<file path="src/inc/rx_wake_pkg.sv">
// Package for the receive and wake status register block.
// Assumes an AXI4-Lite slave with 32-bit data and one aligned word per register.
package rx_wake_pkg;
  localparam int ADDR_W = 6;
  localparam int DATA_W = 32;
  localparam int STAT_W = 8;
  // Register indices, and byte offsets as word indices times four
  localparam logic [ADDR_W-1:0] RX_WAKE_STATUS_IDX = 6'h01;
  localparam logic [ADDR_W-1:0] RX_WAKE_STATUS_OFF = 6'h04;
  localparam logic [ADDR_W-1:0] SOURCE_MATCH_CONTROL_IDX = 6'h08;
  localparam logic [ADDR_W-1:0] SOURCE_MATCH_CONTROL_OFF = 6'h20;
  // Field positions in the status register
  localparam int CRC_MATCH_BIT = 7;
  localparam int CHANNEL_BUSY_BIT = 6;
  localparam int SOURCE_MATCH_BIT = 5;
  localparam int POLL_REQUEST_BIT = 4;
  localparam int TIMER_OR_WAKE_BIT = 3;
  localparam int AES_DONE_BIT = 2;
  localparam int UNDERRUN_BIT = 1;
  localparam int WAKE_EVENT_BIT = 0;
  // Field position in the source match control register
  localparam int SOURCE_MATCH_ENABLE_BIT = 0;
  // Reset values
  localparam logic [STAT_W-1:0] RX_WAKE_STATUS_RST = 8'h01;
  localparam logic SOURCE_MATCH_ENABLE_RST = 1'b0;
  localparam logic [DATA_W-1:0] RDATA_RST = 32'h00000000;
  // AXI response codes
  localparam logic [1:0] RESP_OKAY = 2'h0;
  localparam logic [1:0] RESP_SLVERR = 2'h2;
  // Number of timer comparators
  localparam int NUM_TIMERS = 4;
endpackage
</file>
<file path="src/hdl/rx_wake_status.sv">
// Receive and wake status register with an AXI4-Lite slave port.
// Assumes all event inputs are single-cycle pulses or levels on aclk.
//
// Summary of operation
// RULE_01: Bit 7 is one when received FCS equals computed CRC, else zero.
// RULE_02: CRC match flag clears at next receiver warmup, holds until then.
// RULE_03: Bit 6 shows channel busy, valid at CCA and sequence end, clears at warmup.
// RULE_04: Bit 5 set only for data request, matching enabled and table hit.
// RULE_05: Bit 4 set whenever received packet was a data request.
// RULE_06: With wake flag set, bit 3 is zero for power-on wake, one hibernate.
// RULE_07: With wake flag clear, bit 3 is one when any timer flag asserts.
// RULE_08: Bit 3 is read-only; wake flag selects its meaning.
// RULE_09: AES done flag sets on completion; write one clears, zero keeps.
// RULE_10: Underrun flag sets on buffer underrun and stays until written one.
// RULE_11: Underrun flag raised only in burst-mode buffer transfers.
// RULE_12: Wake flag sets on any wake, resets to one, write one clears.
// RULE_13: Status register sits at offset one; all bits but bit 0 reset zero.
// RULE_14: Each timer flag asserts when its comparator matches the counter.
// RULE_15: Writes to bits 7 through 3 do not change them.
`timescale 1ns/10ps
module rx_wake_status (
  input wire logic aclk,
  input wire logic aresetn,
  // AXI4-Lite slave
  input wire logic [rx_wake_pkg::ADDR_W-1:0] s_axi_awaddr,
  input wire logic s_axi_awvalid,
  output logic s_axi_awready,
  input wire logic [rx_wake_pkg::DATA_W-1:0] s_axi_wdata,
  input wire logic [3:0] s_axi_wstrb,
  input wire logic s_axi_wvalid,
  output logic s_axi_wready,
  output logic [1:0] s_axi_bresp,
  output logic s_axi_bvalid,
  input wire logic s_axi_bready,
  input wire logic [rx_wake_pkg::ADDR_W-1:0] s_axi_araddr,
  input wire logic s_axi_arvalid,
  output logic s_axi_arready,
  output logic [rx_wake_pkg::DATA_W-1:0] s_axi_rdata,
  output logic [1:0] s_axi_rresp,
  output logic s_axi_rvalid,
  input wire logic s_axi_rready,
  // Receiver side
  input wire logic rx_warmup_start,
  input wire logic rx_frame_done,
  input wire logic rx_crc_equal,
  input wire logic rx_data_request,
  input wire logic rx_source_hit,
  input wire logic cca_done_event,
  input wire logic sequence_end_event,
  input wire logic cca_channel_busy,
  // AES, packet buffer, wake and timers
  input wire logic aes_complete,
  input wire logic buffer_underrun,
  input wire logic buffer_burst_mode,
  input wire logic wake_por,
  input wire logic wake_hibernate,
  input wire logic [rx_wake_pkg::NUM_TIMERS-1:0] timer_compare_match,
  input wire logic [rx_wake_pkg::NUM_TIMERS-1:0] timer_compare_clear,
  output logic [rx_wake_pkg::NUM_TIMERS-1:0] timer_compare_flags,
  output logic source_match_enable
);
  import rx_wake_pkg::*;

  ////////////////////////////////////////////////////////////////////////////
  // Bus write channel

  logic aw_held_r;
  logic w_held_r;
  logic [ADDR_W-1:0] aw_addr_r;
  logic [DATA_W-1:0] w_data_r;
  logic [3:0] w_strb_r;
  logic bvalid_r;
  logic [1:0] bresp_r;
  logic awready_r;
  logic wready_r;

  // Address and data are taken in either order; one write at a time
  wire aw_take = s_axi_awvalid && awready_r;
  wire w_take = s_axi_wvalid && wready_r;
  wire wr_fire = aw_held_r && w_held_r;
  wire wr_status = wr_fire && (aw_addr_r[ADDR_W-1:2] == RX_WAKE_STATUS_OFF[ADDR_W-1:2]);
  wire wr_ctrl = wr_fire && (aw_addr_r[ADDR_W-1:2] == SOURCE_MATCH_CONTROL_OFF[ADDR_W-1:2]);
  wire wr_hit = wr_status || wr_ctrl;
  // Only the low byte lane holds the 8-bit registers
  wire wr_lane0 = w_strb_r[0];
  wire [STAT_W-1:0] w1c_bits = (wr_status && wr_lane0) ? w_data_r[STAT_W-1:0] : 8'h00;

  always_ff @(posedge aclk) begin
    if (!aresetn) begin
      aw_held_r <= 1'b0;
      w_held_r <= 1'b0;
      aw_addr_r <= 6'h00;
      w_data_r <= 32'h00000000;
      w_strb_r <= 4'h0;
    end else begin
      if (aw_take) begin
        aw_held_r <= 1'b1;
        aw_addr_r <= s_axi_awaddr;
      end else if (wr_fire) begin
        aw_held_r <= 1'b0;
      end
      if (w_take) begin
        w_held_r <= 1'b1;
        w_data_r <= s_axi_wdata;
        w_strb_r <= s_axi_wstrb;
      end else if (wr_fire) begin
        w_held_r <= 1'b0;
      end
    end
  end

  // Write response; unmapped addresses answer SLVERR
  always_ff @(posedge aclk) begin
    if (!aresetn) begin
      bvalid_r <= 1'b0;
      bresp_r <= RESP_OKAY;
    end else if (wr_fire) begin
      bvalid_r <= 1'b1;
      bresp_r <= wr_hit ? RESP_OKAY : RESP_SLVERR;
    end else if (s_axi_bready) begin
      bvalid_r <= 1'b0;
    end
  end

  // Ready is registered so every output comes from a flop
  always_ff @(posedge aclk) begin
    if (!aresetn) begin
      awready_r <= 1'b0;
      wready_r <= 1'b0;
    end else begin
      awready_r <= !aw_held_r && !aw_take && !bvalid_r && !wr_fire;
      wready_r <= !w_held_r && !w_take && !bvalid_r && !wr_fire;
    end
  end

  ////////////////////////////////////////////////////////////////////////////
  // Control register

  logic src_en_r;
  always_ff @(posedge aclk) begin
    if (!aresetn) begin
      src_en_r <= SOURCE_MATCH_ENABLE_RST;
    end else if (wr_ctrl && wr_lane0) begin
      src_en_r <= w_data_r[SOURCE_MATCH_ENABLE_BIT];
    end
  end

  ////////////////////////////////////////////////////////////////////////////
  // Receive result flags, all read-only

  logic crc_match_flag_r;
  logic channel_busy_flag_r;
  logic source_match_flag_r;
  logic poll_request_flag_r;
  wire cca_valid = cca_done_event || sequence_end_event;
  wire src_hit_all = rx_data_request && src_en_r && rx_source_hit;

  // Warmup clears; a frame or CCA result in the same cycle wins over it
  always_ff @(posedge aclk) begin
    if (!aresetn) begin
      crc_match_flag_r <= 1'b0;
      source_match_flag_r <= 1'b0;
      poll_request_flag_r <= 1'b0;
    end else if (rx_frame_done) begin
      crc_match_flag_r <= rx_crc_equal; // RULE_01
      source_match_flag_r <= src_hit_all; // RULE_04
      poll_request_flag_r <= rx_data_request; // RULE_05
    end else if (rx_warmup_start) begin
      crc_match_flag_r <= 1'b0; // RULE_02
      source_match_flag_r <= 1'b0;
      poll_request_flag_r <= 1'b0;
    end
  end

  always_ff @(posedge aclk) begin
    if (!aresetn) begin
      channel_busy_flag_r <= 1'b0;
    end else if (cca_valid) begin
      channel_busy_flag_r <= cca_channel_busy; // RULE_03
    end else if (rx_warmup_start) begin
      channel_busy_flag_r <= 1'b0; // RULE_03
    end
  end

  ////////////////////////////////////////////////////////////////////////////
  // Sticky event flags

  logic aes_done_flag;
  logic buffer_underrun_flag;
  logic wake_event_flag;
  logic hibernate_wake_kind_r;
  wire underrun_set = buffer_underrun && buffer_burst_mode; // RULE_11
  wire wake_any = wake_por || wake_hibernate;

  w1c_flag #(.RESET_VAL(1'b0)) u_aes (
    .aclk(aclk),
    .aresetn(aresetn),
    .set(aes_complete),
    .clear(w1c_bits[AES_DONE_BIT]), // RULE_09
    .flag(aes_done_flag)
  );

  w1c_flag #(.RESET_VAL(1'b0)) u_underrun (
    .aclk(aclk),
    .aresetn(aresetn),
    .set(underrun_set),
    .clear(w1c_bits[UNDERRUN_BIT]), // RULE_10
    .flag(buffer_underrun_flag)
  );

  w1c_flag #(.RESET_VAL(RX_WAKE_STATUS_RST[WAKE_EVENT_BIT])) u_wake (
    .aclk(aclk),
    .aresetn(aresetn),
    .set(wake_any),
    .clear(w1c_bits[WAKE_EVENT_BIT]), // RULE_12
    .flag(wake_event_flag)
  );

  // Kind of the last wake; reset itself counts as a power-on wake
  always_ff @(posedge aclk) begin
    if (!aresetn) begin
      hibernate_wake_kind_r <= 1'b0;
    end else if (wake_any) begin
      hibernate_wake_kind_r <= wake_hibernate && !wake_por; // RULE_06
    end
  end

  // Timer comparator flags, one sticky bit each
  logic [NUM_TIMERS-1:0] tmr_flags;
  genvar gi;
  generate
    for (gi = 0; gi < NUM_TIMERS; gi++) begin : g_tmr
      w1c_flag #(.RESET_VAL(1'b0)) u_tmr (
        .aclk(aclk),
        .aresetn(aresetn),
        .set(timer_compare_match[gi]), // RULE_14
        .clear(timer_compare_clear[gi]),
        .flag(tmr_flags[gi])
      );
    end
  endgenerate

  // Dual meaning of bit 3, chosen by the wake flag
  wire timer_or_wake_kind_flag = wake_event_flag ? hibernate_wake_kind_r // RULE_08
                                                 : (|tmr_flags); // RULE_07

  // Bits 7 to 3 are built only from status; only a write of one to bit 0 reaches bit 3, through the wake flag
  wire [STAT_W-1:0] status_word = {crc_match_flag_r, channel_busy_flag_r, // RULE_15
                                   source_match_flag_r, poll_request_flag_r,
                                   timer_or_wake_kind_flag, aes_done_flag,
                                   buffer_underrun_flag, wake_event_flag};

  ////////////////////////////////////////////////////////////////////////////
  // Bus read channel

  logic arready_r;
  logic rvalid_r;
  logic [DATA_W-1:0] rdata_r;
  logic [1:0] rresp_r;
  wire ar_take = s_axi_arvalid && arready_r;
  wire rd_status = s_axi_araddr[ADDR_W-1:2] == RX_WAKE_STATUS_OFF[ADDR_W-1:2]; // RULE_13
  wire rd_ctrl = s_axi_araddr[ADDR_W-1:2] == SOURCE_MATCH_CONTROL_OFF[ADDR_W-1:2];
  wire [DATA_W-1:0] rd_word = rd_status ? {24'h000000, status_word}
                            : rd_ctrl ? {31'h0, src_en_r} : RDATA_RST;

  // Read data is sampled when the address is taken
  always_ff @(posedge aclk) begin
    if (!aresetn) begin
      arready_r <= 1'b0;
      rvalid_r <= 1'b0;
      rdata_r <= RDATA_RST;
      rresp_r <= RESP_OKAY;
    end else if (ar_take) begin
      arready_r <= 1'b0;
      rvalid_r <= 1'b1;
      rdata_r <= rd_word;
      rresp_r <= (rd_status || rd_ctrl) ? RESP_OKAY : RESP_SLVERR;
    end else if (rvalid_r) begin
      if (s_axi_rready) begin
        rvalid_r <= 1'b0;
        arready_r <= 1'b1;
      end
    end else begin
      arready_r <= 1'b1;
    end
  end

  ////////////////////////////////////////////////////////////////////////////
  // Output registers

  always_ff @(posedge aclk) begin
    if (!aresetn) begin
      timer_compare_flags <= 4'h0;
      source_match_enable <= SOURCE_MATCH_ENABLE_RST;
    end else begin
      timer_compare_flags <= tmr_flags;
      source_match_enable <= src_en_r;
    end
  end

  assign s_axi_awready = awready_r;
  assign s_axi_wready = wready_r;
  assign s_axi_bvalid = bvalid_r;
  assign s_axi_bresp = bresp_r;
  assign s_axi_arready = arready_r;
  assign s_axi_rvalid = rvalid_r;
  assign s_axi_rdata = rdata_r;
  assign s_axi_rresp = rresp_r;
endmodule

</file>
<file path="src/hdl/w1c_flag.sv">
// Sticky event flag with write-one-to-clear.
// Assumes set and clear come from logic on aclk.
`timescale 1ns/10ps
module w1c_flag #(
  parameter logic RESET_VAL = 1'b0
) (
  input wire logic aclk,
  input wire logic aresetn,
  input wire logic set,
  input wire logic clear,
  output logic flag
);
  // A set in the clearing cycle wins, so no event is lost
  always_ff @(posedge aclk) begin
    if (!aresetn) begin
      flag <= RESET_VAL;
    end else if (set) begin
      flag <= 1'b1;
    end else if (clear) begin
      flag <= 1'b0;
    end
  end
endmodule

</file>
<file path="config.mk">
export PLATFORM = sky130hd
export DESIGN_NAME = rx_wake_status
export DESIGN_NICKNAME = d
export VERILOG_FILES = /design/src/inc/rx_wake_pkg.sv /design/src/hdl/rx_wake_status.sv /design/src/hdl/w1c_flag.sv
export SDC_FILE = /design/constraint.sdc
export NUM_CORES = 1
export LEC_CHECK = 0
export BUFFER_PORTS_ARGS = -buffer_cell sky130_fd_sc_hd__buf_2
export CORE_ASPECT_RATIO = 2
export CORE_MARGIN = 2
export CORE_UTILIZATION = 30
export DETAILED_ROUTE_END_ITERATION = 10
export GPL_TIMING_DRIVEN = 0
export SLEW_MARGIN = 10
export SYNTH_ARGS = -nofsm -noshare
export SYNTH_HDL_FRONTEND = slang
export SYNTH_SLANG_ARGS = --single-unit
</file>
<file path="constraint.sdc">
create_clock -name aclk -period 1.73 [get_ports aclk]
set_clock_uncertainty 0.2 [all_clocks]
set_input_delay 0.0865 -clock aclk [delete_from_list [all_inputs] [get_ports aclk]]
set_output_delay 0.0865 -clock aclk [all_outputs]
set_load 0.01 [all_outputs]
</file>
Word-level counts from Yosys, hierarchy flattened
Index checks and enable logic that the tools add are counted.
Widths: inputs -> output; s select.
{ "totals": {"regBits": 71, "in_bits": 76, "out_inout_bits": 46, "wordCells": 110} }
{ "op_classes": {"n_eq_ne": 5, "n_mux": 33, "n_bitwise": 1, "reduce_logical": 43} }
{ "op_table": {"columns": ["cell", "n"], "rows": [
  ["$mux 1", 29],
  ["$reduce_bool 2->1", 11],
  ["$logic_and 1x1->1", 18],
  ["$eq 4x1->1 const B", 2],
  ["$eq 4x4->1 const B", 2],
  ["$mux 8", 1],
  ["$logic_not 1->1", 7],
  ["$logic_or 1x1->1", 4],
  ["$mux 2", 2],
  ["$reduce_or 2->1", 2],
  ["$reduce_or 4->1", 1],
  ["$mux 3", 1],
  ["$ne 2x2->1 const B", 1],
  ["$not 1->1", 1]
]} }

Longest topological paths before layout
{ "depth": {"depth_word": 6, "mapped_depth": 4, "depth_no_buf": 3} }

Modules after synthesis
Synthesis repeated with hierarchy kept, for this count alone.
{ "unflattened": {"hier_cells": 192, "hier_area_um2": 1869.3} }
{ "modules_own_cells": {"columns": ["mod", "n_inst", "cells_each", "area_per_inst_um2", "seq_area_each_um2"], "rows": [
  ["rx_wake_status", 1, 171, 1587.8, 720.7],
  ["w1c_flag (g_tmr[0].u_tmr ...)", 6, 3, 41.3, 20.0],
  ["w1c_flag (u_wake)", 1, 3, 33.8, 20.0]
]} }

Worst setup path after synthesis
OpenSTA, ideal clock, no wires.
{ "synth_path": {"path_kind": "register to register", "start": "reg g_tmr[2].u_tmr.flag", "end": "reg rdata_r[3] (netlist: s_axi_rdata[3])", "setup_ps": 119, "arrival_time_ps": 989, "required_time_ps": 1411, "setup_slack_ps": 422, "stages_incl_launch_ff": 4, "path_buffers": 0, "period_less_slack_ps": 1308, "path_cell_list": "dfxtp_1 -> or4_1 -> o22ai_1 -> o21ai_1"} }
{ "synth_between": {"elab_chain_cells": 3} }
{ "synth_rtl": {"columns": ["element", "line", "text"], "rows": [
  ["start: declaration", "w1c_flag.sv:11", "output logic flag"],
  ["start signal: assignment", "w1c_flag.sv:16", "flag <= RESET_VAL;"],
  ["start signal: assignment", "w1c_flag.sv:18", "flag <= 1'b1;"],
  ["start signal: assignment", "w1c_flag.sv:20", "flag <= 1'b0;"],
  ["$reduce_or 4->1", "rx_wake_status.sv:245", ": (|tmr_flags);"],
  ["$mux 1", "rx_wake_status.sv:244", "wire timer_or_wake_kind_flag = wake_event_flag ? hibernate_wake_kind_r"],
  ["$mux 8", "rx_wake_status.sv:263", "wire [DATA_W-1:0] rd_word = rd_status ? {24'h000000, status_word}"],
  ["end signal: assignment", "rx_wake_status.sv:276", "rdata_r <= rd_word;"],
  ["end: declaration", "rx_wake_status.sv:258", "logic [DATA_W-1:0] rdata_r;"]
]} }
Every way passes these cells.
A chain may end at the register's enable or synchronous reset.

Final worst setup path
{ "layout_path": {"start": "in rx_frame_done", "end": "reg poll_request_flag_r"} }
{ "layout_between": {"elab_chain_cells": 1, "word_cells_on_any_way": 2, "classes_between": "1 x mux; 1 x reduce/logical"} }
{ "layout_rtl": {"columns": ["element", "line", "text"], "rows": [
  ["start: declaration", "rx_wake_status.sv:44", "input wire logic rx_frame_done,"],
  ["$mux 1 / $reduce_bool 2->1 (equally long branches)", null, null],
  ["end signal: assignment", "rx_wake_status.sv:167", "poll_request_flag_r <= rx_data_request;"],
  ["end: declaration", "rx_wake_status.sv:154", "logic poll_request_flag_r;"]
]} }
Several ways; a longest one is shown, not always the timed one.

==> impl_metrics.tcl <==
set metrics [dict create \
    async_flop_share_pct 0 \
    max_freq_mhz 597 \
    initial_core_util_pct 30.9 \
    tritoncts "built" \
    area_growth_pct 63.9 \
    synth_flop_cell "dfxtp_1" \
    yosys-top-cells-area "dfxtp_1 49%, buf_4 11%, a21oi_1 6.5%" \
    cts-buffers-inserted 5 \
    gr-total-overflow 0 \
    dp_hpwl_um 3300 \
    yosysWarnings 0 \
    avgSynthCellArea_um2 9.00 \
    drc 0 \
    ys_types 35 \
    comb_power_share_pct 12.8 \
    finalMaxSlewViolations 0 \
    setup_viol 0 \
    cts_buffer_depth 2 \
    p_int_uw 2050 \
    n_antenna_cell 0 \
    fin_crit_sh_pct 96.8 \
    swShare_pct 20.8 \
    grt_pass1_wl_um 7420 \
    wl_per_cell_um 12.0 \
    synth.largest_area_cell "dfxtp_1" \
    tns_ns 0 \
    vdd_ir_drop_max_v 0.000830 \
    netlist_instances 196 \
    synth_edf_count 0 \
    grt_pass1_vias 1776 \
    drv_cap 0 \
    end_kind "register" \
    crit_path_start_kind "primary input" \
    antenna_found_initial 0 \
    min-delay-start "s_axi_awvalid" \
    finalWirelength_um 4750 \
    synth.top_cells.by_count "43 x dfxtp_1, 26 x buf_4, 23 x a21oi_1" \
    cts_max_level 2 \
    arrival_ns 1.70 \
    post_cts_buffers 0 \
    p_clk_share_pct 46.0 \
    fin_crit_ns 1.67 \
    hp-class "in2reg" \
    crit_start "rx_frame_done" \
    tightest_slew_ns 0.547 \
    dieArea_mm2 0.00655 \
    setup_ws_ns 0.0554 \
    synth_top_area_share_pct 48.8 \
    yosysSeqAreaShare_pct 48.8 \
    dr.pass1.iters 6 \
    io_pins 122 \
    via_per_inst 4.57 \
    slew_headroom_pct 63.6 \
    ys_ff_latch 43 \
    reg2reg_from "poll_request_flag_r" \
    cellPowerDensity_mw_per_mm2 895 \
    synth_most_common_cell "dfxtp_1" \
    p_switching_uw 540 \
    status "completed" \
    via_count 1805 \
    drtIter0Drc 34 \
    critPathRequiredTime_ns 1.75 \
    port_buffers 59 \
    track_usage_pct 14.8 \
    gp_congestion 0.787 \
    root_buffer "clkbuf_16" \
    cts_num_sinks 43 \
    row_count 39 \
    hold_viol 0 \
    synth_area_mm2 0.00176 \
    core_mm2 0.00571 \
    die_w_um 58.2 \
    worstSetupPathType "in2reg" \
    grt_max_degree 14 \
    p_seq_share_pct 41.2 \
    clk_latency_ns 0.28 \
    die_y_um 112 \
    path_clk_slew_ns 0.06 \
    crit_fanout 6 \
    layout.nets 409 \
    dp_slack_ns 0.290 \
    drive_gt1_share_pct 30.5 \
    postRouteAntennaNets 0 \
    p_leak_uw 0.00134 \
]
==> cells by family (layout without fill, tap and decap cells) <==
| family | after synthesis | count (layout) | share of synthesized area [%] |
|---|---|---|---|
| other | 1 | 26 | 0.213 |
| AOI/OAI and AO/OA | 42 | 42 | 14.2 |
| xor gates and xnor gates | 2 | 2 | 0.993 |
| buffers and inverters | 39 | 152 | 14.1 |
| DFF | 43 | 43 | 48.8 |
| and+or+nand+nor | 69 | 69 | 21.7 |
==> layer usage <==
metal / track usage, % / vias up / routed length, um
met5: 0 / - / 0
met4: 8.68 / 0 / 97
met3: 3.92 / 10 / 324
met2: 28.9 / 67 / 2770
met1: 12.1 / 828 / 1560
li1: - / 900 / -
==> critical path, stage by stage <==
cell and delay [ns]:
dlygate4sd3_1 0.54, buf_2 0.16, nor3b_2 0.21, a21oi_1 0.06
dlygate4sd3_1 0.56, nor2_1 0.08
==> metrics by stage <==
step | hold WS [ns] | area (um^2) | total power (uW) | util, % | instances
finish | 0.0342 | 2890 | 2590 | 50.6 | 395
global route | 0.0586 | 2890 | 2680 | 50.6 | 395
CTS | 0.0247 | 2880 | 2600 | 50.4 | 395
detailed placement | 0.107 | 2230 | 1330 | 39.1 | 341
global placement | 0.100 | 2230 | 1330 | 39.1 | 341
floorplan | -0.00249 | 1860 | 1240 | - | 221
==> flip-flops by register name, summed over array words and instances, names as in the netlist, 3 cells and up <==
name,flops
aw_addr_r,4
g_tmr.u_tmr.flag,4
s_axi_rdata,8
timer_compare_flags,4
w_data_r,3
==> layout by cell type (no fill, tap or decap), drive strengths merged, types with 5 or more instances in the layout <==
| cell | netlist | routed |
|---|---|---|
| a21oi | 23 | 23 |
| a32oi | 6 | 6 |
| and2 | 5 | 5 |
| buf | 30 | 89 |
| clkbuf | 2 | 8 |
| conb | 1 | 26 |
| dfxtp | 43 | 43 |
| dlygate4sd3 | 0 | 45 |
| inv | 7 | 7 |
| nand2 | 15 | 15 |
| nand3 | 10 | 10 |
| nor2 | 16 | 16 |
| o21ai | 6 | 6 |
==> power groups by stage <==
stage / Combinational (uW) / Sequential (uW) / Clock, uW
4_1_cts: 326 / 1070 / 1210
5_1_grt: 366 / 1070 / 1240
6_report: 331 / 1070 / 1190
3_5_place_dp: 247 / 1090 / 0
3_3_place_gp: 246 / 1090 / 0
2_1_floorplan: 148 / 1090 / 0
==> path summary, 6_finish.rpt <==
kind,slack (ns),cells past startpoint,to
worst max-delay path,0.06,6,poll_request_flag_r
worst min register to register,0.25,2,aw_addr_r[4]
worst max register to register,0.19,4,poll_request_flag_r
worst min-delay path,0.03,3,aw_held_r
==> layout make-up <==
type | instances | area [um^2]
buffer | 32 | 223
clock buffer | 6 | 129
clock inverter | 2 | 60.1
fill | 579 | 2820
inverter | 7 | 26.3
multi-input combinational | 139 | 756
sequential | 43 | 861
tap | 61 | 76.3
timing repair buffer | 105 | 761
==> what timing repair did <==
| action | in CTS | in global routing |
|---|---|---|
| hold endpoints to repair | 27 | 0 |
| gates resized for setup | 0 | 4 |
| setup endpoints to repair | 0 | 2 |
| hold buffers | 46 | 0 |
No activity file was read; power rests on OpenSTA's default activity.
